==> src/rtl/uic_pkg.sv <==
// uic_pkg: offsets, field positions, reset values and identity bytes for the
// interrupt clear and identification register bank.
// assumes a plain strobe register port, 32-bit data, byte addresses.
package uic_pkg;
  // instance bases on the peripheral bus
  localparam logic [31:0] UIC_BASE_0 = 32'h4000_C000;
  localparam logic [31:0] UIC_BASE_1 = 32'h4000_D000;
  // size of one instance window
  localparam logic [31:0] UIC_WIN_MASK = 32'hFFFF_F000;
  localparam int UIC_OFS_W = 12;
  // register offsets within an instance
  localparam logic [11:0] UIC_OFS_RAW = 12'h03C;
  localparam logic [11:0] UIC_OFS_MASK = 12'h038;
  localparam logic [11:0] UIC_OFS_MIS = 12'h040;
  localparam logic [11:0] UIC_OFS_CLEAR = 12'h044;
  localparam logic [11:0] UIC_OFS_ID4 = 12'hFD0;
  localparam logic [11:0] UIC_OFS_ID5 = 12'hFD4;
  localparam logic [11:0] UIC_OFS_ID6 = 12'hFD8;
  localparam logic [11:0] UIC_OFS_ID7 = 12'hFDC;
  localparam logic [11:0] UIC_OFS_ID0 = 12'hFE0;
  localparam logic [11:0] UIC_OFS_ID1 = 12'hFE4;
  localparam logic [11:0] UIC_OFS_ID2 = 12'hFE8;
  // clear and status field positions
  localparam int UIC_BIT_RX = 4;
  localparam int UIC_BIT_TX = 5;
  localparam int UIC_BIT_RT = 6;
  localparam int UIC_BIT_FE = 7;
  localparam int UIC_EV_LO = 4;
  localparam int UIC_EV_HI = 7;
  localparam int UIC_NEV = 4;
  localparam logic [3:0] UIC_EV_RESET = 4'h0;
  localparam logic [31:0] UIC_ZERO = 32'h0000_0000;
  localparam logic [11:0] UIC_OFS_ZERO = 12'h000;
  // identity bytes: values are arbitrary
  localparam logic [7:0] UIC_ID_BYTE0 = 8'h5A;
  localparam logic [7:0] UIC_ID_BYTE1 = 8'h01;
  localparam logic [7:0] UIC_ID_BYTE2 = 8'h2C;
  localparam logic [7:0] UIC_ID_BYTE4 = 8'h3C;
  localparam logic [7:0] UIC_ID_BYTE5 = 8'h47;
  localparam logic [7:0] UIC_ID_BYTE6 = 8'h62;
  localparam logic [7:0] UIC_ID_BYTE7 = 8'h7E;
endpackage

==> src/rtl/uic_sticky.sv <==
// uic_sticky: one sticky event flag with write-one clear.
// assumes event and clear are one-cycle pulses on the single clock.
`timescale 1ns/1ps
`default_nettype none
module uic_sticky (
  input wire logic clock,
  input wire logic arst_n,
  input wire logic event_in,
  input wire logic clear_in,
  output logic flag
);
  // set beats clear so a coincident event is never lost
  always_ff @(posedge clock or negedge arst_n) begin
    if (!arst_n) begin
      flag <= 1'b0;
    end else if (event_in) begin
      flag <= 1'b1;
    end else if (clear_in) begin
      flag <= 1'b0;
    end
  end
endmodule
`default_nettype wire

==> src/rtl/uic_ident.sv <==
// uic_ident: read-only identification byte lookup by offset.
// assumes offsets are byte addresses within one instance window.
`timescale 1ns/1ps
`default_nettype none
module uic_ident (
  input wire logic [11:0] offset,
  output logic hit,
  output logic [7:0] ident_byte
);
  // constants only: no storage, so writes can never alter them
  always_comb begin
    hit = 1'b1;
    unique case (offset)
      uic_pkg::UIC_OFS_ID4: ident_byte = uic_pkg::UIC_ID_BYTE4;
      uic_pkg::UIC_OFS_ID5: ident_byte = uic_pkg::UIC_ID_BYTE5;
      uic_pkg::UIC_OFS_ID6: ident_byte = uic_pkg::UIC_ID_BYTE6;
      uic_pkg::UIC_OFS_ID7: ident_byte = uic_pkg::UIC_ID_BYTE7;
      uic_pkg::UIC_OFS_ID0: ident_byte = uic_pkg::UIC_ID_BYTE0;
      uic_pkg::UIC_OFS_ID1: ident_byte = uic_pkg::UIC_ID_BYTE1;
      uic_pkg::UIC_OFS_ID2: ident_byte = uic_pkg::UIC_ID_BYTE2;
      default: begin
        hit = 1'b0;
        ident_byte = 8'h00;
      end
    endcase
  end
endmodule
`default_nettype wire

==> src/rtl/uic_regs.sv <==
// uic_regs: two instances of the interrupt clear and identification bank.
// assumes a single-cycle strobe register port; read data one cycle later.
//
// Local design decision: the address-and-strobe port.
`timescale 1ns/1ps
`default_nettype none
module uic_regs (
  input wire logic clock,
  input wire logic arst_n,
  input wire logic [31:0] address,
  input wire logic [31:0] write_data,
  input wire logic write_strobe,
  input wire logic read_strobe,
  output logic [31:0] read_data,
  input wire logic [3:0] events_0,
  input wire logic [3:0] events_1,
  output logic irq_0,
  output logic irq_1
);
  // instance select from the upper address bits
  logic sel_0;
  logic sel_1;
  logic [11:0] offset;
  logic is_clear;
  // decode both windows, offsets relative to each base
  always_comb begin
    sel_0 = (address & uic_pkg::UIC_WIN_MASK) == uic_pkg::UIC_BASE_0;
    sel_1 = (address & uic_pkg::UIC_WIN_MASK) == uic_pkg::UIC_BASE_1;
    offset = address[uic_pkg::UIC_OFS_W-1:0];
    is_clear = write_strobe && (offset == uic_pkg::UIC_OFS_CLEAR);
  end

  // per instance state
  logic [3:0] clear_0;
  logic [3:0] clear_1;
  logic [3:0] raw_0;
  logic [3:0] raw_1;
  logic [3:0] mask_0;
  logic [3:0] mask_1;
  // only ones in the event field clear; zeros and reserved bits do nothing
  always_comb begin
    clear_0 = (is_clear && sel_0) ?
      write_data[uic_pkg::UIC_EV_HI:uic_pkg::UIC_EV_LO] : uic_pkg::UIC_EV_RESET;
    clear_1 = (is_clear && sel_1) ?
      write_data[uic_pkg::UIC_EV_HI:uic_pkg::UIC_EV_LO] : uic_pkg::UIC_EV_RESET;
  end

  // one sticky flag per event per instance
  genvar gi;
  generate
    for (gi = 0; gi < uic_pkg::UIC_NEV; gi++) begin : g_ev
      uic_sticky u_s0 (
        .clock(clock),
        .arst_n(arst_n),
        .event_in(events_0[gi]),
        .clear_in(clear_0[gi]),
        .flag(raw_0[gi])
      );
      uic_sticky u_s1 (
        .clock(clock),
        .arst_n(arst_n),
        .event_in(events_1[gi]),
        .clear_in(clear_1[gi]),
        .flag(raw_1[gi])
      );
    end
  endgenerate

  // enable mask registers, writable by software
  always_ff @(posedge clock or negedge arst_n) begin
    if (!arst_n) begin
      mask_0 <= uic_pkg::UIC_EV_RESET;
      mask_1 <= uic_pkg::UIC_EV_RESET;
    end else if (write_strobe && offset == uic_pkg::UIC_OFS_MASK) begin
      if (sel_0) begin
        mask_0 <= write_data[uic_pkg::UIC_EV_HI:uic_pkg::UIC_EV_LO];
      end
      if (sel_1) begin
        mask_1 <= write_data[uic_pkg::UIC_EV_HI:uic_pkg::UIC_EV_LO];
      end
    end
  end

  // masked status follows raw, so a clear drops both at once
  logic [3:0] mis_0;
  logic [3:0] mis_1;
  always_comb begin
    mis_0 = raw_0 & mask_0;
    mis_1 = raw_1 & mask_1;
    irq_0 = |mis_0;
    irq_1 = |mis_1;
  end

  // identification lookup, shared by both instances since contents match
  logic id_hit;
  logic [7:0] id_byte;
  uic_ident u_ident (
    .offset(offset),
    .hit(id_hit),
    .ident_byte(id_byte)
  );

  // read mux for the selected instance
  logic [31:0] next_read_data;
  logic [3:0] rd_raw;
  logic [3:0] rd_mask;
  logic [3:0] rd_mis;
  always_comb begin
    next_read_data = uic_pkg::UIC_ZERO;
    rd_raw = sel_1 ? raw_1 : raw_0;
    rd_mask = sel_1 ? mask_1 : mask_0;
    rd_mis = sel_1 ? mis_1 : mis_0;
    if (read_strobe && (sel_0 || sel_1)) begin
      if (id_hit) begin
        next_read_data = {24'h000000, id_byte};
      end else if (offset == uic_pkg::UIC_OFS_RAW) begin
        next_read_data[uic_pkg::UIC_EV_HI:uic_pkg::UIC_EV_LO] = rd_raw;
      end else if (offset == uic_pkg::UIC_OFS_MASK) begin
        next_read_data[uic_pkg::UIC_EV_HI:uic_pkg::UIC_EV_LO] = rd_mask;
      end else if (offset == uic_pkg::UIC_OFS_MIS) begin
        next_read_data[uic_pkg::UIC_EV_HI:uic_pkg::UIC_EV_LO] = rd_mis;
      end
      // clear register and unmapped offsets read zero
    end
  end

  // read data registered; stands one cycle, zero otherwise
  always_ff @(posedge clock or negedge arst_n) begin
    if (!arst_n) begin
      read_data <= uic_pkg::UIC_ZERO;
    end else begin
      read_data <= next_read_data;
    end
  end

  // checks
  clear_drops_raw_a: assert property (@(posedge clock) disable iff (!arst_n)
    (is_clear && sel_0 && write_data[uic_pkg::UIC_BIT_FE] && !events_0[3]) |=> !raw_0[3])
    else $error("framing clear did not clear flag");
  rt_clear_a: assert property (@(posedge clock) disable iff (!arst_n)
    (is_clear && sel_0 && write_data[uic_pkg::UIC_BIT_RT] && !events_0[2]) |=> !raw_0[2])
    else $error("timeout clear did not clear flag");
  tx_clear_a: assert property (@(posedge clock) disable iff (!arst_n)
    (is_clear && sel_1 && write_data[uic_pkg::UIC_BIT_TX] && !events_1[1]) |=> !raw_1[1])
    else $error("transmit clear did not clear flag");
  rx_zero_keeps_a: assert property (@(posedge clock) disable iff (!arst_n)
    (raw_0[0] && !(is_clear && sel_0 && write_data[uic_pkg::UIC_BIT_RX])) |=> raw_0[0])
    else $error("receive flag lost without a clear");
  id_read_a: assert property (@(posedge clock) disable iff (!arst_n)
    (read_strobe && sel_0 && offset == uic_pkg::UIC_OFS_ID0)
      |=> read_data == {24'h000000, uic_pkg::UIC_ID_BYTE0})
    else $error("identification byte wrong");
  id_upper_a: assert property (@(posedge clock) disable iff (!arst_n)
    $past(read_strobe) && $past(id_hit) |-> read_data[31:8] == 24'h000000)
    else $error("identification upper bits not zero");
  inst_split_a: assert property (@(posedge clock) disable iff (!arst_n)
    (is_clear && sel_1 && raw_0[0] && !events_0[0]) |=> raw_0[0])
    else $error("clear leaked into other instance");
  masked_drop_a: assert property (@(posedge clock) disable iff (!arst_n)
    (is_clear && sel_0 && (write_data[7:4] == 4'hF) && events_0 == 4'h0) |=> !irq_0)
    else $error("interrupt stayed after full clear");
  set_wins_a: assert property (@(posedge clock) disable iff (!arst_n)
    (events_0[3] && is_clear && sel_0) |=> raw_0[3])
    else $error("coincident event lost");

  // second window: framing clear must reach its own flag
  fe_clear_1_a: assert property (@(posedge clock) disable iff (!arst_n)
    (is_clear && sel_1 && write_data[uic_pkg::UIC_BIT_FE] && !events_1[3])
    |=> !raw_1[3])
    else $error("framing clear did not clear second flag");

  // second window: timeout clear
  rt_clear_1_a: assert property (@(posedge clock) disable iff (!arst_n)
    (is_clear && sel_1 && write_data[uic_pkg::UIC_BIT_RT] && !events_1[2])
    |=> !raw_1[2])
    else $error("timeout clear did not clear second flag");

  // first window: transmit clear, the path software uses most
  tx_clear_0_a: assert property (@(posedge clock) disable iff (!arst_n)
    (is_clear && sel_0 && write_data[uic_pkg::UIC_BIT_TX] && !events_0[1])
    |=> !raw_0[1])
    else $error("transmit clear did not clear flag");

  // first window: receive clear
  rx_clear_0_a: assert property (@(posedge clock) disable iff (!arst_n)
    (is_clear && sel_0 && write_data[uic_pkg::UIC_BIT_RX] && !events_0[0])
    |=> !raw_0[0])
    else $error("receive clear did not clear flag");

  // second window: receive clear
  rx_clear_1_a: assert property (@(posedge clock) disable iff (!arst_n)
    (is_clear && sel_1 && write_data[uic_pkg::UIC_BIT_RX] && !events_1[0])
    |=> !raw_1[0])
    else $error("receive clear did not clear second flag");

  // a zero on the framing bit must leave the flag alone
  fe_zero_keeps_a: assert property (@(posedge clock) disable iff (!arst_n)
    (raw_0[3] && !(is_clear && sel_0 && write_data[uic_pkg::UIC_BIT_FE]))
    |=> raw_0[3])
    else $error("framing flag lost without a clear");

  // a zero on the timeout bit must leave the flag alone
  rt_zero_keeps_a: assert property (@(posedge clock) disable iff (!arst_n)
    (raw_0[2] && !(is_clear && sel_0 && write_data[uic_pkg::UIC_BIT_RT]))
    |=> raw_0[2])
    else $error("timeout flag lost without a clear");

  // a zero on the transmit bit must leave the flag alone
  tx_zero_keeps_a: assert property (@(posedge clock) disable iff (!arst_n)
    (raw_0[1] && !(is_clear && sel_0 && write_data[uic_pkg::UIC_BIT_TX]))
    |=> raw_0[1])
    else $error("transmit flag lost without a clear");

  // second window: receive flag holds without its clear
  rx_keeps_1_a: assert property (@(posedge clock) disable iff (!arst_n)
    (raw_1[0] && !(is_clear && sel_1 && write_data[uic_pkg::UIC_BIT_RX]))
    |=> raw_1[0])
    else $error("second receive flag lost without a clear");

  // second window: framing flag holds without its clear
  fe_keeps_1_a: assert property (@(posedge clock) disable iff (!arst_n)
    (raw_1[3] && !(is_clear && sel_1 && write_data[uic_pkg::UIC_BIT_FE]))
    |=> raw_1[3])
    else $error("second framing flag lost without a clear");

  // every event pulse leaves its flag set, clear or not
  event_sets_0_a: assert property (@(posedge clock) disable iff (!arst_n)
    (events_0 != uic_pkg::UIC_EV_RESET)
    |=> ((raw_0 & $past(events_0)) == $past(events_0)))
    else $error("event did not set its flag");

  // same for the second window
  event_sets_1_a: assert property (@(posedge clock) disable iff (!arst_n)
    (events_1 != uic_pkg::UIC_EV_RESET)
    |=> ((raw_1 & $past(events_1)) == $past(events_1)))
    else $error("second event did not set its flag");

  // second window: event beats a coincident clear
  set_wins_1_a: assert property (@(posedge clock) disable iff (!arst_n)
    (events_1[3] && is_clear && sel_1)
    |=> raw_1[3])
    else $error("second coincident event lost");

  // the receive flag rises only on an event, never by itself
  no_spurious_a: assert property (@(posedge clock) disable iff (!arst_n)
    (!raw_0[0] && !events_0[0])
    |=> !raw_0[0])
    else $error("receive flag set without event");

  // a clear in the first window must not touch the second
  inst_split_1_a: assert property (@(posedge clock) disable iff (!arst_n)
    (is_clear && sel_0 && raw_1[3] && !events_1[3])
    |=> raw_1[3])
    else $error("clear leaked into second instance");

  // enables move only on a write to their own window
  mask_keep_0_a: assert property (@(posedge clock) disable iff (!arst_n)
    !(write_strobe && sel_0 && offset == uic_pkg::UIC_OFS_MASK)
    |=> $stable(mask_0))
    else $error("first enable changed without a write");

  // same for the second window
  mask_keep_1_a: assert property (@(posedge clock) disable iff (!arst_n)
    !(write_strobe && sel_1 && offset == uic_pkg::UIC_OFS_MASK)
    |=> $stable(mask_1))
    else $error("second enable changed without a write");

  // writes to identification offsets have nowhere to land
  id_write_ignored_a: assert property (@(posedge clock) disable iff (!arst_n)
    (write_strobe && id_hit)
    |=> ($stable(mask_0) && $stable(mask_1)))
    else $error("identification write altered state");

  // read data stands for one cycle only, zero otherwise
  read_idle_zero_a: assert property (@(posedge clock) disable iff (!arst_n)
    !read_strobe
    |=> read_data == uic_pkg::UIC_ZERO)
    else $error("read data not zero while idle");

  // the clear register has no storage, so it reads zero
  clear_reads_zero_a: assert property (@(posedge clock) disable iff (!arst_n)
    (read_strobe && (sel_0 || sel_1) && offset == uic_pkg::UIC_OFS_CLEAR)
    |=> read_data == uic_pkg::UIC_ZERO)
    else $error("clear register read not zero");

  // addresses outside both windows must not answer
  outside_zero_a: assert property (@(posedge clock) disable iff (!arst_n)
    (read_strobe && !sel_0 && !sel_1)
    |=> read_data == uic_pkg::UIC_ZERO)
    else $error("read outside windows not zero");

  // raw status read returns the flags as they stood at the strobe
  raw_read_0_a: assert property (@(posedge clock) disable iff (!arst_n)
    (read_strobe && sel_0 && offset == uic_pkg::UIC_OFS_RAW)
    |=> read_data == {24'h000000, $past(raw_0), 4'h0})
    else $error("raw status read wrong");

  // second window raw status
  raw_read_1_a: assert property (@(posedge clock) disable iff (!arst_n)
    (read_strobe && sel_1 && offset == uic_pkg::UIC_OFS_RAW)
    |=> read_data == {24'h000000, $past(raw_1), 4'h0})
    else $error("second raw status read wrong");

  // masked status is raw gated by the enables
  mis_read_0_a: assert property (@(posedge clock) disable iff (!arst_n)
    (read_strobe && sel_0 && offset == uic_pkg::UIC_OFS_MIS)
    |=> read_data == {24'h000000, $past(raw_0 & mask_0), 4'h0})
    else $error("masked status read wrong");

  // identification bytes answer in the second window too
  id_read_1_a: assert property (@(posedge clock) disable iff (!arst_n)
    (read_strobe && sel_1 && offset == uic_pkg::UIC_OFS_ID0)
    |=> read_data == {24'h000000, uic_pkg::UIC_ID_BYTE0})
    else $error("second identification byte wrong");

  // byte 2 lands in bits 7:0, upper bits zero
  id_read_2_a: assert property (@(posedge clock) disable iff (!arst_n)
    (read_strobe && sel_0 && offset == uic_pkg::UIC_OFS_ID2)
    |=> read_data == {24'h000000, uic_pkg::UIC_ID_BYTE2})
    else $error("identification byte 2 wrong");

  // byte 4 lands in bits 7:0, upper bits zero
  id_read_4_a: assert property (@(posedge clock) disable iff (!arst_n)
    (read_strobe && sel_0 && offset == uic_pkg::UIC_OFS_ID4)
    |=> read_data == {24'h000000, uic_pkg::UIC_ID_BYTE4})
    else $error("identification byte 4 wrong");

  // a full clear in the second window drops its line
  masked_drop_1_a: assert property (@(posedge clock) disable iff (!arst_n)
    (is_clear && sel_1 && (write_data[7:4] == 4'hF) && events_1 == 4'h0)
    |=> !irq_1)
    else $error("second interrupt stayed after full clear");
endmodule
`default_nettype wire

==> config.mk <==
export PLATFORM = sky130hd
export DESIGN_NAME = uic_regs
export DESIGN_NICKNAME = d
export VERILOG_FILES = /design/src/rtl/uic_pkg.sv /design/src/rtl/uic_sticky.sv /design/src/rtl/uic_ident.sv /design/src/rtl/uic_regs.sv
export SDC_FILE = /design/constraint.sdc
export NUM_CORES = 1
export LEC_CHECK = 0
export ABC_AREA = 1
export BUFFER_PORTS_ARGS = -buffer_cell sky130_fd_sc_hd__buf_4
export CORE_MARGIN = 3
export CORE_UTILIZATION = 48
export DETAILED_ROUTE_END_ITERATION = 6
export PLACE_DENSITY = 0.83
export SYNTH_ARGS = -nofsm -noshare
export SYNTH_HDL_FRONTEND = slang
export SYNTH_HIERARCHICAL = 1
export SYNTH_SLANG_ARGS = --single-unit
==> constraint.sdc <==
create_clock -name clock -period 3.4 [get_ports clock]
set_clock_uncertainty 0.2 [all_clocks]
set_input_delay 0.34 -clock clock [delete_from_list [all_inputs] [get_ports clock]]
set_output_delay 0.34 -clock clock [all_outputs]
set_load 0.005 [all_outputs]
# Word level (Yosys, flattened, before mapping)
# Cells that the tools add are included.
[word_totals] regBits=48 inputBits=76
[classes] n_eq_ne=13 n_reduce_logical=19 bitwise=2 n_mux=29
[op_table] cell="$eq A12 B12 Y1 const B" n=7
[op_table] cell="$pmux W7 S7" n=1
[op_table] cell="$eq A20 B19 Y1 const B" n=2
[op_table] cell="$mux W4" n=10
[op_table] cell="$eq A12 B6 Y1 const B" n=2
[op_table] cell="$eq A12 B7 Y1 const B" n=2
[op_table] cell="$mux W1" n=17
[op_table] cell="$reduce_bool A2 Y1" n=8
[op_table] cell="$and A4 B4 Y4" n=2
[op_table] cell="$mux W8" n=1
[op_table] cell="$reduce_or A4 Y1" n=2
[op_table] cell="$reduce_or A7 Y1" n=1
[op_table] cell="$logic_and A1 B1 Y1" n=5
[op_table] cell="$reduce_and A2 Y1" n=2
[op_table] cell="$logic_or A1 B1 Y1" n=1

# Longest topological paths before layout
[logic_depth] word_depth=7 depth_mapped=11 ltp_nobuf=11

# Hierarchy
# Netlist, hierarchy kept.
[modules_own_cells] module="uic_regs" area_per_inst_um2=1423.9 cells_per_inst=215 n_inst=1
[modules_own_cells] module="uic_sticky" area_per_inst_um2=40.0 cells_per_inst=5 n_inst=8
[modules_own_cells] module="uic_ident" area_per_inst_um2=244.0 cells_per_inst=49 n_inst=1

# Worst setup path after synthesis
# OpenSTA, ideal clock, no wires.
[synth_timing] path_type="input -> register" startpoint="input port address[29]" endpoint="register g_ev[0].u_s0.flag" setup_slack_ns=1.818 path_stages=10 setup_ns=0.116 arrival_ns=1.265 cell_sequence="nor2_1 nand3_2 nor2_8 nand3_1 inv_1 nand2_1 nor2_1 inv_1 nand2_1 nand2_1"
[synth_between] elab_chain_cells=4
[synth_lines] element="from (decl)" line_no="uic_regs.sv:10" rtl="input wire logic [31:0] address,"
[synth_lines] element="$eq A20 B19 Y1" line_no="uic_regs.sv:27" rtl="sel_0 = (address & uic_pkg::UIC_WIN_MASK) == uic_pkg::UIC_BASE_0;"
[synth_lines] element="$logic_and A1 B1 Y1" line_no="uic_regs.sv:42" rtl="clear_0 = (is_clear && sel_0) ?"
[synth_lines] element="$mux W4" line_no="uic_regs.sv:42"
[synth_lines] element="via clear_0[0]" line_no="uic_regs.sv:34" rtl="logic [3:0] clear_0;"
[synth_lines] element="$reduce_bool A2 Y1 (no line)"
[synth_lines] element="to (signal assigned)" line_no="uic_sticky.sv:15" rtl="flag <= 1'b0;"
[synth_lines] element="to (signal assigned)" line_no="uic_sticky.sv:17" rtl="flag <= 1'b1;"
[synth_lines] element="to (signal assigned)" line_no="uic_sticky.sv:19" rtl="flag <= 1'b0;"
[synth_lines] element="to (decl)" line_no="uic_sticky.sv:10" rtl="output logic flag"
# The timed path passes the listed nets, and every way through them passes these cells.
# A chain may end at the register's enable or synchronous reset.

# Worst setup path after layout
[layout_timing] startpoint="input port address[1]" endpoint="register g_ev[0].u_s1.flag"
[layout_between] elab_chain_cells=5
[layout_lines] element="$eq A12 B7 Y1" line_no="uic_regs.sv:30" rtl="is_clear = write_strobe && (offset == uic_pkg::UIC_OFS_CLEAR);"
[layout_lines] element="$logic_and A1 B1 Y1" line_no="uic_regs.sv:30"
[layout_lines] element="$logic_and A1 B1 Y1" line_no="uic_regs.sv:44" rtl="clear_1 = (is_clear && sel_1) ?"
[layout_lines] element="$mux W4" line_no="uic_regs.sv:44"
[layout_lines] element="via clear_1[0]" line_no="uic_regs.sv:35" rtl="logic [3:0] clear_1;"
[layout_lines] element="$reduce_bool A2 Y1 (no line)"
[layout_lines] element="to (signal assigned)" line_no="uic_sticky.sv:15"
[layout_lines] element="to (signal assigned)" line_no="uic_sticky.sv:17"
[layout_lines] element="to (signal assigned)" line_no="uic_sticky.sv:19"
[layout_lines] element="to (decl)" line_no="uic_sticky.sv:10"
# The timed path passes the listed nets, and every way through them passes these cells.

==> reports/results.ini <==
[layout]
antenna_cells = 0
nets = 440
n_fill_cell = 354
post-route-util_pct = 64.0
layout-drive-gt1-share_pct = 25.9
syn_to_final_growth_pct = 23.2
seqCellArea_um2 = 601
final_cell_area_mm2 = 0.00245
multi_input_area_mm2 = 0.00105

[synthesis]
synthTopCellsByCount = nand2_1, inv_1, nor2_1
synth_area_leader_cell = dfrtp_1
ys_ff_latch = 24
async_flop_share_pct = 100
synthCells = 304
seq_area_frac_synth_pct = 30.2
yosysMostFrequentCell = nand2_1
syn_avg_cell_area_um2 = 6.54
synth_top_flop_cell = dfrtp_1
yosys-top-cells-area = dfrtp_1, nand2_1, inv_1
synth_top_area_share_pct = 30.2
synth_edf_count = 0
syn-cell-area_mm2 = 0.00199
yosysWarnings = 6
ys_types = 26

[clock_tree]
cts_made_buffers = 3
clk_pin_slew_ps = 80
cts_max_level = 1
cts_resized = 0
clock_latency_ps = 270
postCtsSetupRepairBufs = 0
cts_num_sinks = 24
clockRootBuffer = clkbuf_8
tritoncts = yes
hold_buffers = 1
clockBufferDepth = 2

[die]
dieArea_mm2 = 0.00495
die_w_um = 70.4
core_mm2 = 0.00383
start_util_pct = 52.0
rows = 22
die_y_um = 70.4
ios = 110

[power]
powerDensity_mw_per_mm2 = 256
finalPower_mw = 0.626
leakagePower_nw = 1.45
peakVddDrop_mv = 0.233

[routing]
wl_met1_mm = 1.75
ant_nets = 0
viasPerCell = 4.63
wl_mm = 4.25
wl_met3_um = 360
top_layer = met4
drc = 0
post_drt_wl_per_cell_um = 10.3
drt_iter0_markers = 81
vias = 1903
drt_pass1_iterations = 4
wl_met2_mm = 2.11

[critical_path]
critical_path_required_ps = 3370
cp.arrival_ps = 1570
path_class = in2reg
startpoint_type = input port
path_max_fanout = 4
cp-end-kind = register

[grt]
grt_max_degree = 25
grt.total_usage_pct = 17.3
grt_pass1_vias = 1643
grt.overflow.total = 0
grt_first_pass_wirelength_mm = 7.18
grt_antenna_before_repair = 0

[timing]
grt_setup_unrepaired = no
hold_viol = 0
post-route-period-util_pct = 47.0
period_needed_ps = 1600
max_freq_ghz = 0.625
setup_violations = 0
fin_ws_ps = 1800
final.setup.tns_ps = 0
drv_slew = 0

[placed_design]
place_congestion = 0.885
dpl_worst_slack_ps = 1480
placed_area_mm2 = 0.00237
dp_hpwl_mm = 3.59
port-buffer-count = 57

[outcome]
status = complete, no violations

[min_path]
min_path_type = in2reg

[flow_run]
maxCapViolations = 0

logic make-up (layout without fill, tap and decap cells):
| family | Yosys count | in the layout | share of synthesized area, % |
|---|---|---|---|
| other cells | 2 | 25 | 0.378 |
| buf+inv | 86 | 122 | 21.2 |
| flops | 24 | 24 | 30.2 |
| simple gates | 182 | 182 | 45.4 |
| compound gates | 10 | 10 | 2.83 |
worst paths after layout:
kind	start	end	slack (ps)	depth (start not counted)
setup / recovery	address[1]	g_ev[0].u_s1/flag	1800	9
hold / removal	events_1[3]	g_ev[3].u_s1/flag	40	3
setup reg to reg	g_ev[1].u_s1/flag	read_data[5]	2170	6
hold reg to reg	g_ev[2].u_s1/flag	g_ev[2].u_s1/flag	310	2
max in group asynchronous	arst_n	mask_1[3]	2460	2
min in group asynchronous	arst_n	read_data[0]	300	2
registers in the layout (all words and copies together) (netlist names):
register        flops
read_data           8
g_ev.u_s0/flag      4
mask_1              4
mask_0              4
g_ev.u_s1/flag      4
layout make-up:
type / instances / area share, %
timing repair buffer: 58 / 17.9
tap: 48 / 2.45
sequential: 24 / 24.5
multi-input combinational: 217 / 43.0
clock buffer: 3 / 1.69
inverter: 60 / 9.25
clock inverter: 1 / 1.23
metal layers:
layer / GRT usage, % / vias up
met1: 21.8 / 832
met4: 1.91 / 0
met3: 3.88 / 9
met5: 0 / -
met2: 30.9 / 67
li1: - / 995
worst max-delay path, cell delays in order:
cell and delay [ps]:
buf_4 110, nor2_1 130, nand2_1 100, nor4_1 410, nand2_1 200, nor2_1 130
inv_1 50, nand2_1 60, nand2_1 40
where the power goes:
| group | internal (mW) | leakage (nW) | switching, mW |
|---|---|---|---|
| sequential | 0.285 | 0.294 | 0.000000000780 |
| clock | 0.158 | 0.0357 | 0.0945 |
| combinational | 0.0435 | 1.13 | 0.0455 |
| total | 0.486 | 1.45 | 0.140 |
layout by cell type, fill, tap and decap left out:
master         synthesis  final
a21boi_1               1      1
buf_4                 26     57
bufinv_16              0      1
clkbuf_8               0      3
clkinv_2               1      1
conb_1                 2     25
dfrtp_1               24     24
dlygate4sd3_1          0      1
inv_1                 54     54
inv_2                  5      5
nand2_1               79     79
nand2_2                9      9
nand2_4                1      1
nand3_1               20     20
nand3_2                4      4
nand3_4                1      1
nand3b_1               1      1
nand3b_4               1      1
nand4_1               13     13
nor2_1                38     38
nor2_2                 5      5
nor2_4                 3      3
nor2_8                 1      1
nor3_1                 3      3
nor3_2                 1      1
nor4_1                 1      1
nor4_2                 1      1
o21ai_1                8      8
o2bb2ai_1              1      1
per-stage QoR:
| stage | hold slack (ps) | cells |
|---|---|---|
| after detailed placement | 59.5 | 406 |
| final | 43.4 | 411 |
| after global routing | 43.7 | 411 |
| after floorplan | -156 | 327 |
| after CTS | 41.4 | 411 |
| after global placement | 48.1 | 406 |
No activity file was read; power rests on OpenSTA's default activity.
